File: src/slc_map.svh
`ifndef SLC_MAP_SVH
`define SLC_MAP_SVH
// register byte offsets
`define SLC_QUAD_CTL_OFF      12'h000
`define SLC_TXL0_OFF          12'h004
`define SLC_STATUS_OFF        12'h008
// quad control fields
`define SLC_LANE_TARGET_SELECT_LSB       0
`define SLC_LANE_TARGET_SELECT_MSB       4
`define SLC_SLEEP_BIT         5
`define SLC_LANE_TARGET_SELECT_RESET     5'h10
`define SLC_LANE_TARGET_SELECT_ALL       5'h10
`define SLC_LANE_TARGET_SELECT_MAXONE    5'h03
// tx lane control fields
`define SLC_CDG1_LSB          0
`define SLC_CDG2L_LSB         2
`define SLC_CDG2H_LSB         4
`define SLC_TXEQ1_LSB         8
`define SLC_TXL0_MASK         32'h0000_033f
`define SLC_TXL0_RESET        32'h0000_0237
`define SLC_QUAD_MASK         32'h0000_003f
`endif

File: src/slc_pkg.sv
package slc_pkg;
   typedef enum logic [1:0] {
      SLC_PWR_UP    = 2'b00,
      SLC_PWR_DOWN  = 2'b01,
      SLC_PWR_INIT  = 2'b10
   } slc_pwr_t;
   typedef logic [1:0] slc_field_t;
endpackage

File: src/slc_serdes_lane_control_regs.sv
`timescale 1ns/1ps
`include "slc_map.svh"
// Summary of operation
// - a lane control write updates only the lane picked by lane-target (0..3) or all four for 0x10, which resets to 0x10.
// - a lane control read ignores lane-target and returns the last value written.
// - setting quad sleep puts all lanes into P2 and powers down the clock multiplier unit.
// - setting quad sleep sends each port's link state machine to Detect at once.
// - clearing quad sleep powers up and initializes the quad, then link training starts.
// - quad sleep has no effect when the quad is already down for another reason, except during initialization, where it still powers the quad down.
// - bits 1:0 hold gen1 coarse de-emphasis, reset 0x3.
// - bits 3:2 hold gen2 light coarse de-emphasis, reset 0x1.
// - bits 5:4 hold gen2 heavy coarse de-emphasis, reset 0x3.
// - coarse de-emphasis has no effect in low-swing mode.
// - bits 9:8 hold gen1 transmit equalization, reset 0x2, values 0x0 to 0x3.
// - every lane copy of the transmit fields is soft sticky, selected or not.
module slc_serdes_lane_control_regs (
   // clock and reset
   input  wire logic        pclk,
   input  wire logic        presetn,
   input  wire logic        clk_en,
   // apb slave
   input  wire logic        psel,
   input  wire logic        penable,
   input  wire logic        pwrite,
   input  wire logic [11:0] paddr,
   input  wire logic [31:0] pwdata,
   output logic             pready,
   output logic [31:0]      prdata,
   output logic             pslverr,
   // port status
   input  wire logic        port_disabled,
   input  wire logic        low_swing,
   input  wire logic        deemph_level_select,
   input  wire logic        gen2_rate,
   input  wire logic        init_done,
   // serdes control
   output logic [3:0]       lane_p2,
   output logic             clock_multiplier_unit_off,
   output logic             force_detect,
   output logic             start_training,
   output logic [7:0]       lane_deemph,
   output logic [7:0]       lane_tx_equalize
);
   logic [4:0]               lane_target_select_reg;
   logic                     quad_sleep_reg;
   logic [31:0]              txl0_last_reg;
   logic [3:0][9:0]          lane_reg;
   slc_pkg::slc_pwr_t        pwr_reg;
   slc_pkg::slc_pwr_t        pwr_next;
   logic                     dis_s1_reg;
   logic                     dis_s2_reg;
   logic                     init_s1_reg;
   logic                     init_s2_reg;
   logic                     start_training_reg;
   logic                     wr_en;
   logic                     access;
   logic                     sleep_set;

   function automatic logic lane_hit(input logic [4:0] sel, input int idx);
      lane_hit = (sel == `SLC_LANE_TARGET_SELECT_ALL) || (sel == 5'(idx));
   endfunction

   assign access    = psel & penable & clk_en;
   assign wr_en     = access & pwrite;
   assign pready    = 1'b1;
   assign pslverr   = 1'b0;
   assign sleep_set = wr_en && paddr == `SLC_QUAD_CTL_OFF && pwdata[`SLC_SLEEP_BIT];

   // pin synchronisers
   always_ff @(posedge pclk or negedge presetn) begin
      if (!presetn) begin
         dis_s1_reg  <= 1'b0;
         dis_s2_reg  <= 1'b0;
         init_s1_reg <= 1'b0;
         init_s2_reg <= 1'b0;
      end else if (clk_en) begin
         dis_s1_reg  <= port_disabled;
         dis_s2_reg  <= dis_s1_reg;
         init_s1_reg <= init_done;
         init_s2_reg <= init_s1_reg;
      end
   end

   // quad control register
   always_ff @(posedge pclk or negedge presetn) begin
      if (!presetn) begin
         lane_target_select_reg <= `SLC_LANE_TARGET_SELECT_RESET;
         quad_sleep_reg         <= 1'b0;
      end else if (wr_en && paddr == `SLC_QUAD_CTL_OFF) begin
         lane_target_select_reg <= pwdata[`SLC_LANE_TARGET_SELECT_MSB:`SLC_LANE_TARGET_SELECT_LSB];
         quad_sleep_reg         <= pwdata[`SLC_SLEEP_BIT];
      end
   end

   // per-lane transmit control copies
   generate
      for (genvar i = 0; i < 4; i++) begin : g_lane
         always_ff @(posedge pclk or negedge presetn) begin
            if (!presetn) begin
               lane_reg[i] <= 10'(`SLC_TXL0_RESET);
            end else if (wr_en && paddr == `SLC_TXL0_OFF &&
                         lane_hit(lane_target_select_reg, i)) begin
               lane_reg[i] <= pwdata[9:0] & 10'(`SLC_TXL0_MASK);
            end
         end
         always_comb begin
            if (low_swing) begin
               lane_deemph[2*i +: 2] = 2'h0;
            end else if (!gen2_rate) begin
               lane_deemph[2*i +: 2] = lane_reg[i][`SLC_CDG1_LSB +: 2];
            end else if (deemph_level_select) begin
               lane_deemph[2*i +: 2] = lane_reg[i][`SLC_CDG2L_LSB +: 2];
            end else begin
               lane_deemph[2*i +: 2] = lane_reg[i][`SLC_CDG2H_LSB +: 2];
            end
         end
         assign lane_tx_equalize[2*i +: 2] = lane_reg[i][`SLC_TXEQ1_LSB +: 2];
         assign lane_p2[i] = (pwr_reg == slc_pkg::SLC_PWR_DOWN);

         property p_lane_copy;
            @(posedge pclk) disable iff (!presetn)
               (wr_en && paddr == `SLC_TXL0_OFF && lane_hit(lane_target_select_reg, i))
               |=> lane_reg[i] == ($past(pwdata[9:0]) & 10'(`SLC_TXL0_MASK));
         endproperty
         a_lane_copy: assert property (p_lane_copy) else $error("copy wrong");

         property p_lane_stay;
            @(posedge pclk) disable iff (!presetn)
               !(wr_en && paddr == `SLC_TXL0_OFF && lane_hit(lane_target_select_reg, i))
               |=> $stable(lane_reg[i]);
         endproperty
         a_lane_stay: assert property (p_lane_stay) else $error("copy lost");

         property p_lane_reset;
            @(posedge pclk) disable iff (!presetn)
               $rose(presetn) |-> lane_reg[i] == 10'(`SLC_TXL0_RESET);
         endproperty
         a_lane_reset: assert property (p_lane_reset) else $error("copy reset");
      end
   endgenerate

   // last written lane control value for readback
   always_ff @(posedge pclk or negedge presetn) begin
      if (!presetn) begin
         txl0_last_reg <= `SLC_TXL0_RESET;
      end else if (wr_en && paddr == `SLC_TXL0_OFF) begin
         txl0_last_reg <= pwdata & `SLC_TXL0_MASK;
      end
   end

   // power state machine
   always_comb begin
      pwr_next = pwr_reg;
      unique case (pwr_reg)
         slc_pkg::SLC_PWR_UP: begin
            if (quad_sleep_reg && !dis_s2_reg) begin
               pwr_next = slc_pkg::SLC_PWR_DOWN;
            end
         end
         slc_pkg::SLC_PWR_DOWN: begin
            if (!quad_sleep_reg && !dis_s2_reg) begin
               pwr_next = slc_pkg::SLC_PWR_INIT;
            end
         end
         slc_pkg::SLC_PWR_INIT: begin
            if (quad_sleep_reg) begin
               pwr_next = slc_pkg::SLC_PWR_DOWN;
            end else if (init_s2_reg) begin
               pwr_next = slc_pkg::SLC_PWR_UP;
            end
         end
         default: pwr_next = slc_pkg::SLC_PWR_DOWN;
      endcase
   end

   always_ff @(posedge pclk or negedge presetn) begin
      if (!presetn) begin
         pwr_reg            <= slc_pkg::SLC_PWR_UP;
         start_training_reg <= 1'b0;
      end else if (clk_en) begin
         pwr_reg            <= pwr_next;
         start_training_reg <= (pwr_reg == slc_pkg::SLC_PWR_INIT) &&
                               (pwr_next == slc_pkg::SLC_PWR_UP);
      end
   end

   assign clock_multiplier_unit_off = (pwr_reg == slc_pkg::SLC_PWR_DOWN);
   // detect forced by the sleep state, or at once on the write; ignored if port down
   assign force_detect   = !dis_s2_reg && (quad_sleep_reg || sleep_set);
   assign start_training = start_training_reg;

   // read data
   always_ff @(posedge pclk or negedge presetn) begin
      if (!presetn) begin
         prdata <= 32'h0000_0000;
      end else if (clk_en && psel && !penable && !pwrite) begin
         unique case (paddr)
            `SLC_QUAD_CTL_OFF: prdata <= {26'h000_0000, quad_sleep_reg, lane_target_select_reg};
            `SLC_TXL0_OFF:     prdata <= txl0_last_reg;
            `SLC_STATUS_OFF:   prdata <= {30'h0000_0000, pwr_reg};
            default:           prdata <= 32'h0000_0000;
         endcase
      end
   end

   property p_sleep_detect;
      @(posedge pclk) disable iff (!presetn)
         (sleep_set && !dis_s2_reg) |-> force_detect ##1 quad_sleep_reg;
   endproperty
   a_sleep_detect: assert property (p_sleep_detect) else $error("detect not forced");

   property p_reset_lane;
      @(posedge pclk) disable iff (!presetn)
         $rose(presetn) |-> lane_target_select_reg == `SLC_LANE_TARGET_SELECT_RESET;
   endproperty
   a_reset_lane: assert property (p_reset_lane) else $error("lane target bad");

   property p_lane_keep;
      @(posedge pclk) disable iff (!presetn)
         (wr_en && !lane_hit(lane_target_select_reg, 1)) |=> $stable(lane_reg[1]);
   endproperty
   a_lane_keep: assert property (p_lane_keep) else $error("unselected lane changed");

   property p_lane_all;
      @(posedge pclk) disable iff (!presetn)
         (wr_en && paddr == `SLC_TXL0_OFF && lane_target_select_reg == `SLC_LANE_TARGET_SELECT_ALL)
         |=> lane_reg[3] == lane_reg[0];
   endproperty
   a_lane_all: assert property (p_lane_all) else $error("broadcast missed");

   property p_readback;
      @(posedge pclk) disable iff (!presetn)
         (wr_en && paddr == `SLC_TXL0_OFF)
         |=> txl0_last_reg == ($past(pwdata) & `SLC_TXL0_MASK);
   endproperty
   a_readback: assert property (p_readback) else $error("readback wrong");

   property p_p2;
      @(posedge pclk) disable iff (!presetn)
         (clk_en && pwr_reg == slc_pkg::SLC_PWR_UP && quad_sleep_reg && !dis_s2_reg)
         |=> (lane_p2 == 4'hf) && clock_multiplier_unit_off;
   endproperty
   a_p2: assert property (p_p2) else $error("p2 not entered");

   property p_disabled;
      @(posedge pclk) disable iff (!presetn)
         dis_s2_reg |-> !force_detect;
   endproperty
   a_disabled: assert property (p_disabled) else $error("sleep acted on down port");

   property p_lowswing;
      @(posedge pclk) disable iff (!presetn)
         low_swing |-> lane_deemph == 8'h00;
   endproperty
   a_lowswing: assert property (p_lowswing) else $error("deemph in low swing");

   property p_reserved;
      @(posedge pclk) disable iff (!presetn)
         (txl0_last_reg & ~`SLC_TXL0_MASK) == 32'h0000_0000;
   endproperty
   a_reserved: assert property (p_reserved) else $error("reserved bits set");

   property p_qctl_write;
      @(posedge pclk) disable iff (!presetn)
         (wr_en && paddr == `SLC_QUAD_CTL_OFF)
         |=> lane_target_select_reg == $past(pwdata[`SLC_LANE_TARGET_SELECT_MSB:`SLC_LANE_TARGET_SELECT_LSB])
             && quad_sleep_reg == $past(pwdata[`SLC_SLEEP_BIT]);
   endproperty
   a_qctl_write: assert property (p_qctl_write) else $error("quad control not stored");

   property p_rd_txl0;
      @(posedge pclk) disable iff (!presetn)
         (clk_en && psel && !penable && !pwrite && paddr == `SLC_TXL0_OFF)
         |=> prdata == $past(txl0_last_reg);
   endproperty
   a_rd_txl0: assert property (p_rd_txl0) else $error("lane read wrong");

   property p_rd_quad;
      @(posedge pclk) disable iff (!presetn)
         (clk_en && psel && !penable && !pwrite && paddr == `SLC_QUAD_CTL_OFF)
         |=> prdata == {26'h000_0000, $past(quad_sleep_reg), $past(lane_target_select_reg)};
   endproperty
   a_rd_quad: assert property (p_rd_quad) else $error("quad read wrong");

   property p_disabled_hold;
      @(posedge pclk) disable iff (!presetn)
         (dis_s2_reg && pwr_reg != slc_pkg::SLC_PWR_INIT) |=> $stable(pwr_reg);
   endproperty
   a_disabled_hold: assert property (p_disabled_hold) else $error("down port moved");

   property p_wake;
      @(posedge pclk) disable iff (!presetn)
         (clk_en && pwr_reg == slc_pkg::SLC_PWR_DOWN && !quad_sleep_reg && !dis_s2_reg)
         |=> pwr_reg == slc_pkg::SLC_PWR_INIT && lane_p2 == 4'h0 && !clock_multiplier_unit_off;
   endproperty
   a_wake: assert property (p_wake) else $error("wake not started");

   property p_init_done;
      @(posedge pclk) disable iff (!presetn)
         (clk_en && pwr_reg == slc_pkg::SLC_PWR_INIT && !quad_sleep_reg && init_s2_reg)
         |=> pwr_reg == slc_pkg::SLC_PWR_UP && start_training;
   endproperty
   a_init_done: assert property (p_init_done) else $error("training not started");

   property p_sleep_in_init;
      @(posedge pclk) disable iff (!presetn)
         (clk_en && pwr_reg == slc_pkg::SLC_PWR_INIT && quad_sleep_reg)
         |=> lane_p2 == 4'hf;
   endproperty
   a_sleep_in_init: assert property (p_sleep_in_init) else $error("sleep lost in init");

   property p_train_pulse;
      @(posedge pclk) disable iff (!presetn)
         (clk_en && start_training) |=> !start_training;
   endproperty
   a_train_pulse: assert property (p_train_pulse) else $error("training pulse too long");

   property p_freeze;
      @(posedge pclk) disable iff (!presetn)
         !clk_en |=> $stable(lane_target_select_reg) && $stable(quad_sleep_reg) &&
                     $stable(pwr_reg) && $stable(prdata) && $stable(txl0_last_reg);
   endproperty
   a_freeze: assert property (p_freeze) else $error("state moved while frozen");
endmodule

File: config.mk
export PLATFORM = sky130hd
export DESIGN_NAME = slc_serdes_lane_control_regs
export DESIGN_NICKNAME = d
export VERILOG_FILES = /design/src/slc_pkg.sv /design/src/slc_serdes_lane_control_regs.sv
export VERILOG_INCLUDE_DIRS = /design/src /design/src/src
export SDC_FILE = /design/constraint.sdc
export NUM_CORES = 1
export LEC_CHECK = 0
export ABC_AREA = 1
export BUFFER_PORTS_ARGS = -buffer_cell sky130_fd_sc_hd__buf_2
export CAP_MARGIN = 5
export CORE_ASPECT_RATIO = 0.7
export CORE_UTILIZATION = 48
export CTS_CLUSTER_DIAMETER = 80
export DETAILED_ROUTE_END_ITERATION = 16
export PLACE_DENSITY = 0.87
export SETUP_SLACK_MARGIN = 0.5
export SYNTH_ARGS = -nofsm -noshare
export SYNTH_HDL_FRONTEND = slang
export SYNTH_SLANG_ARGS = --single-unit
File: constraint.sdc
create_clock -name pclk -period 1.9 [get_ports pclk]
set_clock_uncertainty 0.05 [all_clocks]
set_input_delay 0 -clock pclk [delete_from_list [all_inputs] [get_ports pclk]]
set_output_delay 0 -clock pclk [all_outputs]
set_load 0.05 [all_outputs]
-- After elaboration in Yosys (flattened, before gate mapping)
Cells that the tools add are included.
- register bits: 85
- latch bits: 0
- memory bits (writable): 0
- ROM bits: 0
- input bits: 55
- output and inout port bits: 57
- logic and storage cells: 70
- memories: 0
- add/subtract/negate cells: 0
- $mul: 0
- divide/modulo/power cells: 0
- magnitude comparators: 0
- equality and inequality tests: 8
- shift-type cells: 0
- multiplexer cells: 18
- bitwise operators: 3
- reductions and logical operators: 27
- operators with widths (operator ; number):
    2-bit two-way mux ; 16
    10-bit one-hot mux with 3 select lines ; 1
    1-bit logical AND ; 14
    12-bit by 3-bit == test with 1-bit output, second input constant ; 1
    12-bit by 4-bit == test with 1-bit output, second input constant ; 1
    12-bit zero test ; 1
    5-bit by 2-bit == test with 1-bit output, second input constant ; 2
    2-bit one-hot mux with 3 select lines ; 1
    5-bit by 1-bit == test with 1-bit output, second input constant ; 1
    5-bit == test, second input constant ; 1
    5-bit zero test ; 1
    1-bit logical OR ; 5
    1-bit zero test ; 4
    2-bit zero test ; 2
    1-bit bitwise AND ; 3
    2-bit by 1-bit == test with 1-bit output, second input constant ; 1
    2-bit == test, second input constant ; 1

-- Depth between registers and ports, before layout
Gate-level depths: netlist of the first run.
- word-level depth: 7
- depth in mapped cells: 8

-- Worst setup path before layout of the first run
OpenSTA, ideal clock, no wires.
- path type: register to register
- start: reg pwr_reg[0]
- end: reg start_training_reg, in the netlist start_training
- library setup time: 0.127 ns
- data arrival time: 1.565 ns
- required time: 1.723 ns
- path slack: 0.158 ns
- cell stages (with the launch flop): 6
- path buffers: 0
- cell sequence: dfrtp_1 -> inv_1 -> nor2_1 -> a21oi_1 -> o21ai_0 -> o21ai_0
- elaborated cells between the ends (all ways): 10
- classes of those cells: 2 x eq/ne; 5 x mux; 3 x reduce/logical
- RTL lines (what ; line ; text):
    start, declared ; slc_serdes_lane_control_regs.sv:48 ; slc_pkg::slc_pwr_t pwr_reg;
    start signal, assigned ; slc_serdes_lane_control_regs.sv:178 ; pwr_reg <= slc_pkg::SLC_PWR_UP;
    start signal, assigned ; slc_serdes_lane_control_regs.sv:181 ; pwr_reg <= pwr_next;
    2-bit by 1-bit == test with 1-bit output ; -- ;
    via clock_multiplier_unit_off ; slc_serdes_lane_control_regs.sv:38 ; output logic clock_multiplier_unit_off,
    2-bit one-hot mux with 3 select lines ; slc_serdes_lane_control_regs.sv:154 ; unique case (pwr_reg)
    2-bit zero test ; slc_serdes_lane_control_regs.sv:183 ; (pwr_next == slc_pkg::SLC_PWR_UP);
    1-bit logical AND ; slc_serdes_lane_control_regs.sv:182 ; start_training_reg <= (pwr_reg == slc_pkg::SLC_PWR_INIT) &&
    end signal, assigned ; slc_serdes_lane_control_regs.sv:182 ;
    end, declared ; slc_serdes_lane_control_regs.sv:54 ; logic start_training_reg;
The timed path passes the listed nets, and every way through them passes these cells.
A chain may end at the register's enable or synchronous reset.

-- Worst setup path after layout of the first run
- start: reg lane_reg[5] in the netlist's numbering
- end: out lane_deemph[1]
- longest elaborated chain between the ends: 3
- ends and longest elaborated chain (what ; line ; text):
    start, declared ; slc_serdes_lane_control_regs.sv:47 ; logic [3:0][9:0] lane_reg;
    start signal, assigned by index ; slc_serdes_lane_control_regs.sv:100 ; lane_reg[i] <= 10'(`SLC_TXL0_RESET);
    start signal, assigned by index ; slc_serdes_lane_control_regs.sv:103 ; lane_reg[i] <= pwdata[9:0] & 10'(`SLC_TXL0_MASK);
    2-bit two-way mux ; slc_serdes_lane_control_regs.sv:111 ; end else if (deemph_level_select) begin
    2-bit two-way mux ; slc_serdes_lane_control_regs.sv:109 ; end else if (!gen2_rate) begin
    2-bit two-way mux ; slc_serdes_lane_control_regs.sv:107 ; if (low_swing) begin
    end, declared ; slc_serdes_lane_control_regs.sv:41 ; output logic [7:0] lane_deemph,
Every way passes these cells.

==> results of run 1 <==
==> cells in the mapped netlist <==
cell | instances | share of area (%)
buf_4 | 38 | 8.7
nand2_1 | 185 | 21
conb_1 | 2 | 0.23
nor3_4 | 1 | 0.49
o31ai_1 | 1 | 0.23
a21oi_1 | 4 | 0.61
and3b_1 | 1 | 0.27
nand2_2 | 1 | 0.19
o211ai_1 | 8 | 1.8
nor2_4 | 6 | 2.0
o21ai_2 | 5 | 1.3
inv_2 | 1 | 0.11
nand3_1 | 30 | 4.6
o21ai_0 | 10 | 1.5
clkbuf_1 | 3 | 0.34
buf_2 | 3 | 0.46
o22ai_1 | 1 | 0.19
nand2_4 | 3 | 1.0
nand3_2 | 1 | 0.30
nand4_4 | 1 | 0.65
dfstp_2 | 31 | 25
dfrtp_1 | 30 | 23
nor2_1 | 11 | 1.3
nand4_1 | 2 | 0.38
o21a_1 | 1 | 0.23
clkbuf_8 | 1 | 0.42
inv_1 | 35 | 4.0
nor2_2 | 1 | 0.19
==> logic make-up (layout without fill, tap and decap cells) <==
logic type,Yosys count,count (layout)
and+or+nand+nor,243,243
buffers and inverters,81,135
DFF,61,61
AOI/OAI and AO/OA,30,30
other,2,26
==> metal layers <==
metal	global-route usage [%]	up-vias	wire, um
li1	-	1385	-
met1	31.1	1348	3370
met2	36.3	93	3700
met3	6.63	15	486
met4	10.6	0	140
met5	0	-	0
==> stage by stage <==
| stage | hold slack, ps | area [um2] | instances |
|---|---|---|---|
| 6_report | 40.7 | 3990 | 586 |
| 5_1_grt | 59.7 | 3990 | 586 |
| 4_1_cts | 18.2 | 3930 | 585 |
| 3_5_place_dp | -77.8 | 3510 | 551 |
| 3_3_place_gp | -80.6 | 3510 | 551 |
| 2_1_floorplan | -346 | 3400 | 441 |
==> layout make-up <==
| type | instances | area, um2 | share of cell area, % |
|---|---|---|---|
| multi-input combinational | 299 | 1430 | 35.9 |
| clock buffer | 14 | 153 | 3.83 |
| clock inverter | 2 | 10.0 | 0.251 |
| sequential | 61 | 1570 | 39.3 |
| inverter | 36 | 135 | 3.39 |
| timing repair buffer | 83 | 578 | 14.5 |
| tap | 91 | 114 | 2.86 |
==> power groups by stage <==
stage / combinational [uW] / clock, uW / sequential (uW)
2_1_floorplan: 247 / 0 / 1370
3_3_place_gp: 317 / 0 / 1350
3_5_place_dp: 323 / 0 / 1360
4_1_cts: 357 / 1010 / 1330
5_1_grt: 386 / 1070 / 1330
6_report: 361 / 995 / 1330
==> critical path: stages, from the launching register on <==
cell	delay, ps
dfstp_2	540
nand2_2	60
nand3_2	90
o211ai_1	90
inv_1	100
buf_6	160
==> what timing repair did <==
action | 4_1_cts | 5_1_grt
resized for setup | 22 | 21
setup endpoints to repair | 36 | 40
hold endpoints to repair | 82 | 0
pin swaps | 2 | 23
setup buffers | 1 | 1
hold buffers | 17 | 0
==> worst max path at each step <==
| stage | startpoint | endpoint | slack, ps | depth (start not counted) |
|---|---|---|---|---|
| 2_1_floorplan | lane_target_select_reg[3] | lane_reg[13] | 500 | 8 |
| 3_3_place_gp | lane_target_select_reg[3] | lane_tx_equalize[3] | 370 | 7 |
| 4_1_cts | lane_reg[34] | lane_deemph[6] | 480 | 5 |
| 5_1_grt | lane_reg[5] | lane_deemph[1] | 410 | 5 |
| 6_report | lane_reg[5] | lane_deemph[1] | 480 | 5 |
| 3_5_place_dp | lane_target_select_reg[3] | lane_tx_equalize[6] | 290 | 8 |
==> layout by cell type, fill, tap and decap left out <==
master         instances
a21oi_1                3
a21oi_2                1
and3b_1                1
buf_2                 47
buf_4                  6
buf_6                  8
clkbuf_1               4
clkbuf_4               5
clkbuf_8              10
clkinv_2               2
conb_1                26
dfrtp_1               30
dfstp_2               31
dlygate4sd3_1         17
inv_1                 31
inv_2                  5
nand2_1              178
nand2_2                7
nand2_4                4
nand3_1               27
nand3_2                3
nand3_4                1
nand4_1                2
nand4_4                1
nor2_1                 8
nor2_2                 1
nor2_4                 9
nor3_4                 1
o211ai_1               8
o21a_1                 1
o21ai_0               10
o21ai_2                5
o22ai_1                1
o31ai_1                1
==> metrics.txt, run 1 <==
status finished clean; gr ovfl total 0; setup ws final 480 ps; setup_tns 0 ps; starting density of the core 51.3%; All-Layer GR Usage 23.5%; period utilisation layout 74.7%; vias in the first global route 2755; vias per cell 4.85; hold path endpoint dis_s2_reg; FF-to-FF setup slack 520 ps; Die Footprint 7210 um2; core outline area 6430 um2; Worst Reg-to-Reg Cells 8; switching portion of total power 28.9%; Post-Synth Adder-Cell Area 0%; hold path depth 4; Netlist cell types 28; XOR/XNOR Fraction of Synth Area 0%; post-synthesis register bit count 61; GP Congestion 0.883; Worst-Skew Late Latency between 300 and 400 ps; layout cell share with drive strength beyond 1 29.7%; sequential share of power between 40% and 50%; Synth Cell Area 3300 um2; die extent in x 101 um; Worst EP arrival between 1000 and 1500 ps; worst-path fanout max 2; Synth Area in Compound Gates 5.92%; Leak ~0.0022 uW; Post-route DRC 0; vias between 2000 and 3000; Final Util between 60% and 70%; CTS H-tree depth 3; Final setup viols 0; filler cell count 551; root buffer cell clkbuf_8; worst endpoint required time 1850 ps; global-route wire length before repair 12.8 mm; critical path class reg2out; layout net count ~550; cell count after synthesis 417; Seq/Total Area, Yosys 47.5%; hpwl dp between 5 and 6 mm; combinational power share a little over an eighth; synthesized area per cell 7.91 um2; dpl ws 290 ps; Sw Pwr 779 uW; max capacitance violation total 0; total length of routed wires 7.70 mm; internal power ~1900 uW; Hold Vio Cnt, Final 0; input/output buffers 61; simple-gate portion of the synthesized area 32.4%; Max Root-Sink Buffers 2; number of flip-flops in the largest register 24; largest family of logic cells by synthesized area simple AND/OR/NAND/NOR gates; initial antenna violation count 0; crit end category primary output; Inserted Clock Buffers 9; area delta synth->final 20.9%; min-delay src clk_en; post-synthesis mux area share 0%; RR Endpoint lane_reg[33]; FF-to-FF Start lane_target_select_reg[3]; HP Class in2reg; CTS tree done; wire per inst 13.1 um; unrepaired setup endpoints after global routing yes; Ys Warns 0; Pwr Density 675 nW/um2; IO Pins 112; max-slew violations 0; largest net degree at the start of global routing 24; Max Fclk 704 MHz; Rows 24; Pwr Total 2690 uW; clock share of power 37.0%; Clock Sinks 61; peak supply drop 356 uV; final critical-path required period 1420 ps; ANT cells 0; clock-pin slew on the worst setup and hold paths 70 ps; First-pass DRT Iterations 4; Startpoint Class register; antenna-violating nets left 0; Die Height ~71 um; initial detailed-routing violation count 190
No activity file was read; power rests on OpenSTA's default activity.
==> inputs of run 2 (changes only) <==
CORE_UTILIZATION = 46   (was 48)
clock period = 1.25 ns   (was 1.9 ns; I/O delays follow)
==> metrics.txt, run 2 (synthesis gave the netlist of run 1 again) <==
filler cell count 351 (-36%); final critical-path required period 1590 ps; met2 routed WL 5.89 mm (+59%); period utilisation layout 127%; Rows 25 (+4.2%); input/output buffers 61 (unchanged); Final setup viols 47 (+47); CTS tree done; Leak 0.00260 uW (+19%); critical path cell sequence nor2_4 > nand3_4 > nand2_4 > nand2_4 > nor2_4 > nand2_1 > nand2_1; switching portion of total power 28.3% (-0.65 points); vias 3737 (+32%); CP max stage cell dfrtp_1; layout cell share with drive strength beyond 1 55.6% (+26 points); status finished, violations left; starting density of the core 48.1% (-3.2 points); First-pass DRT Iterations 6 (+2); Worst-Skew Late Latency 350 ps (about the same); die extent in x 103 um (+2.1%); worst-path fanout max 8 (+6); HP Class in2reg; GP Congestion 0.847 (-4.1%); crit end category register; Inserted Clock Buffers 9 (unchanged); global-route wire length before repair 17.0 mm (+33%); Hold Vio Cnt, Final 5 (+5); peak supply drop 670 uV (+88%); Die Height 72.8 um (+2.1%); max-slew violations 0 (unchanged); most common cell after layout, fill and taps aside nand2_1; initial antenna violation count 0 (unchanged); Finished Layout Cells 634 (+8.2%); Top Metal Used met4; Sw Pwr 1360 uW (+75%); Max stage delay on crit path 430 ps (-110 ps); gr ovfl total 0 (unchanged); Startpoint Class register; sequential share of power 42.2% (-7.4 points); WL met3 1.73 mm (+260%); Die Footprint 7510 um2 (+4.2%); worst hold slack -43.9 ps (-84.6 ps); Post-route DRC 0 (unchanged); clock share of power 42.5% (+5.5 points); combinational power share 15.3% (+1.9 points); hpwl dp 5.55 mm (+5.2%); Max Fclk 628 MHz; critical path class reg2reg; Clock Sinks 61 (unchanged); ANT cells 0 (unchanged); wire per inst 21.4 um (+63%); most frequent cells in the layout nand2_1, buf_6, nand2_2, dfstp_2, conb_1; worst endpoint required time 1480 ps (-370 ps); All-Layer GR Usage 31.0% (+7.5 points); internal power 3450 uW (+80%); clock-pin slew on the worst setup and hold paths 70 ps (about the same); Worst EP arrival 1820 ps (+450 ps); vias per cell 5.89 (+22%); setup_tns -11090 ps (-11090 ps); layout net count 590 (+8.3%); CTS H-tree depth 3 (unchanged); setup ws final -342 ps (-822 ps); root buffer cell clkbuf_8; unrepaired setup endpoints after global routing yes; placed insts 573 (+4.0%); violated checks negative hold slack, negative setup slack; core outline area 6850 um2 (+6.6%); area delta synth->final 58.8%; Final Util 76.4% (+14 points); number of flip-flops in the largest register 24 (unchanged); antenna-violating nets left 0 (unchanged); Pwr Density 919 nW/um2 (+36%); largest net degree at the start of global routing 62 (+160%); DRT met1 WL 4.94 mm (+47%); initial detailed-routing violation count 546 (+190%); Max Root-Sink Buffers 2 (unchanged); IO Pins 112 (unchanged); vias in the first global route 3364 (+22%); total length of routed wires 13.6 mm (+77%); max capacitance violation total 0 (unchanged)
## run 2: changes by cell type in the layout (fill, tap and decap cells not counted), moves of 9 or more
| cell | delta |
|---|---|
| buf_2 | -25 |
| buf_4 | +19 |
| buf_6 | +33 |
| buf_8 | +23 |
| dfrtp_1 | -11 |
| dfrtp_2 | +11 |
| inv_1 | -18 |
| inv_2 | +11 |
| nand2_1 | -43 |
| nand2_2 | +30 |
| nand2_4 | +12 |
| nand3_1 | -13 |
| nand3_2 | +9 |
| o21ai_0 | -10 |
## run 2: cell type report
cell class              instances  area (um2)  share of cell area [%]
multi-input cells             300        1840                    35.2
repair buffers                127        1310                    25.1
inverters                      36         158                    3.01
clock buffers                  12         155                    2.96
well taps                      94         118                    2.25
flip-flops and latches         61        1580                    30.2
clock inverters                 4        70.1                    1.34
## run 2: metal layers
| metal | vias to the layer above | global-route usage (%) |
|---|---|---|
| met5 | - | 0 |
| met4 | 0 | 16.0 |
| met2 | 363 | 49.0 |
| li1 | 1481 | - |
| met3 | 127 | 8.62 |
| met1 | 1766 | 39.2 |
## run 2: final timing paths
kind	startpoint	endpoint	slack (ps)	cells past startpoint
min reg2reg	init_s1_reg	init_s1_reg	420	2
min	clk_en	init_s1_reg	-40	4
max in group asynchronous	presetn	txl0_last_reg[5]	680	3
max	lane_target_select_reg[2]	lane_reg[33]	-340	7
max reg2reg	lane_target_select_reg[2]	lane_reg[33]	-340	7
min in group asynchronous	presetn	prdata[0]	160	3
## run 2: power groups by stage
stage / clock, uW / sequential, uW / combinational, uW
2_1_floorplan: 0 / 2080 / 394
3_3_place_gp: 0 / 2060 / 529
3_5_place_dp: 0 / 2060 / 537
4_1_cts: 2000 / 2030 / 638
5_1_grt: 2150 / 2030 / 762
6_report: 2050 / 2030 / 734
## run 2: through the flow
| step | setup slack [ps] | instance area (um2) | power [uW] |
|---|---|---|---|
| after floorplan | -40.0 | 3540 | 2470 |
| after global placement | -108 | 3790 | 2590 |
| after detailed placement | -131 | 3790 | 2600 |
| after CTS | -160 | 4780 | 4670 |
| after global routing | -413 | 5240 | 4940 |
| final | -342 | 5240 | 4810 |
## run 2: worst max-delay path, delay by kind of cell, from the launching register on
| kind | cells | cell delay, ps |
|---|---|---|
| AND/OR/NAND/NOR | 7 | 1040 |
| flip-flops | 1 | 430 |
## run 2: repair_timing
item                                    in CTS  in global routing
gates resized for setup                    152                 84
gates cloned                                 1                  1
buffers inserted                            15                 16
endpoints found under the setup margin      87                 88
hold endpoints to repair                   111                  6
hold buffers                                11                  1
pin swaps                                   25                 41
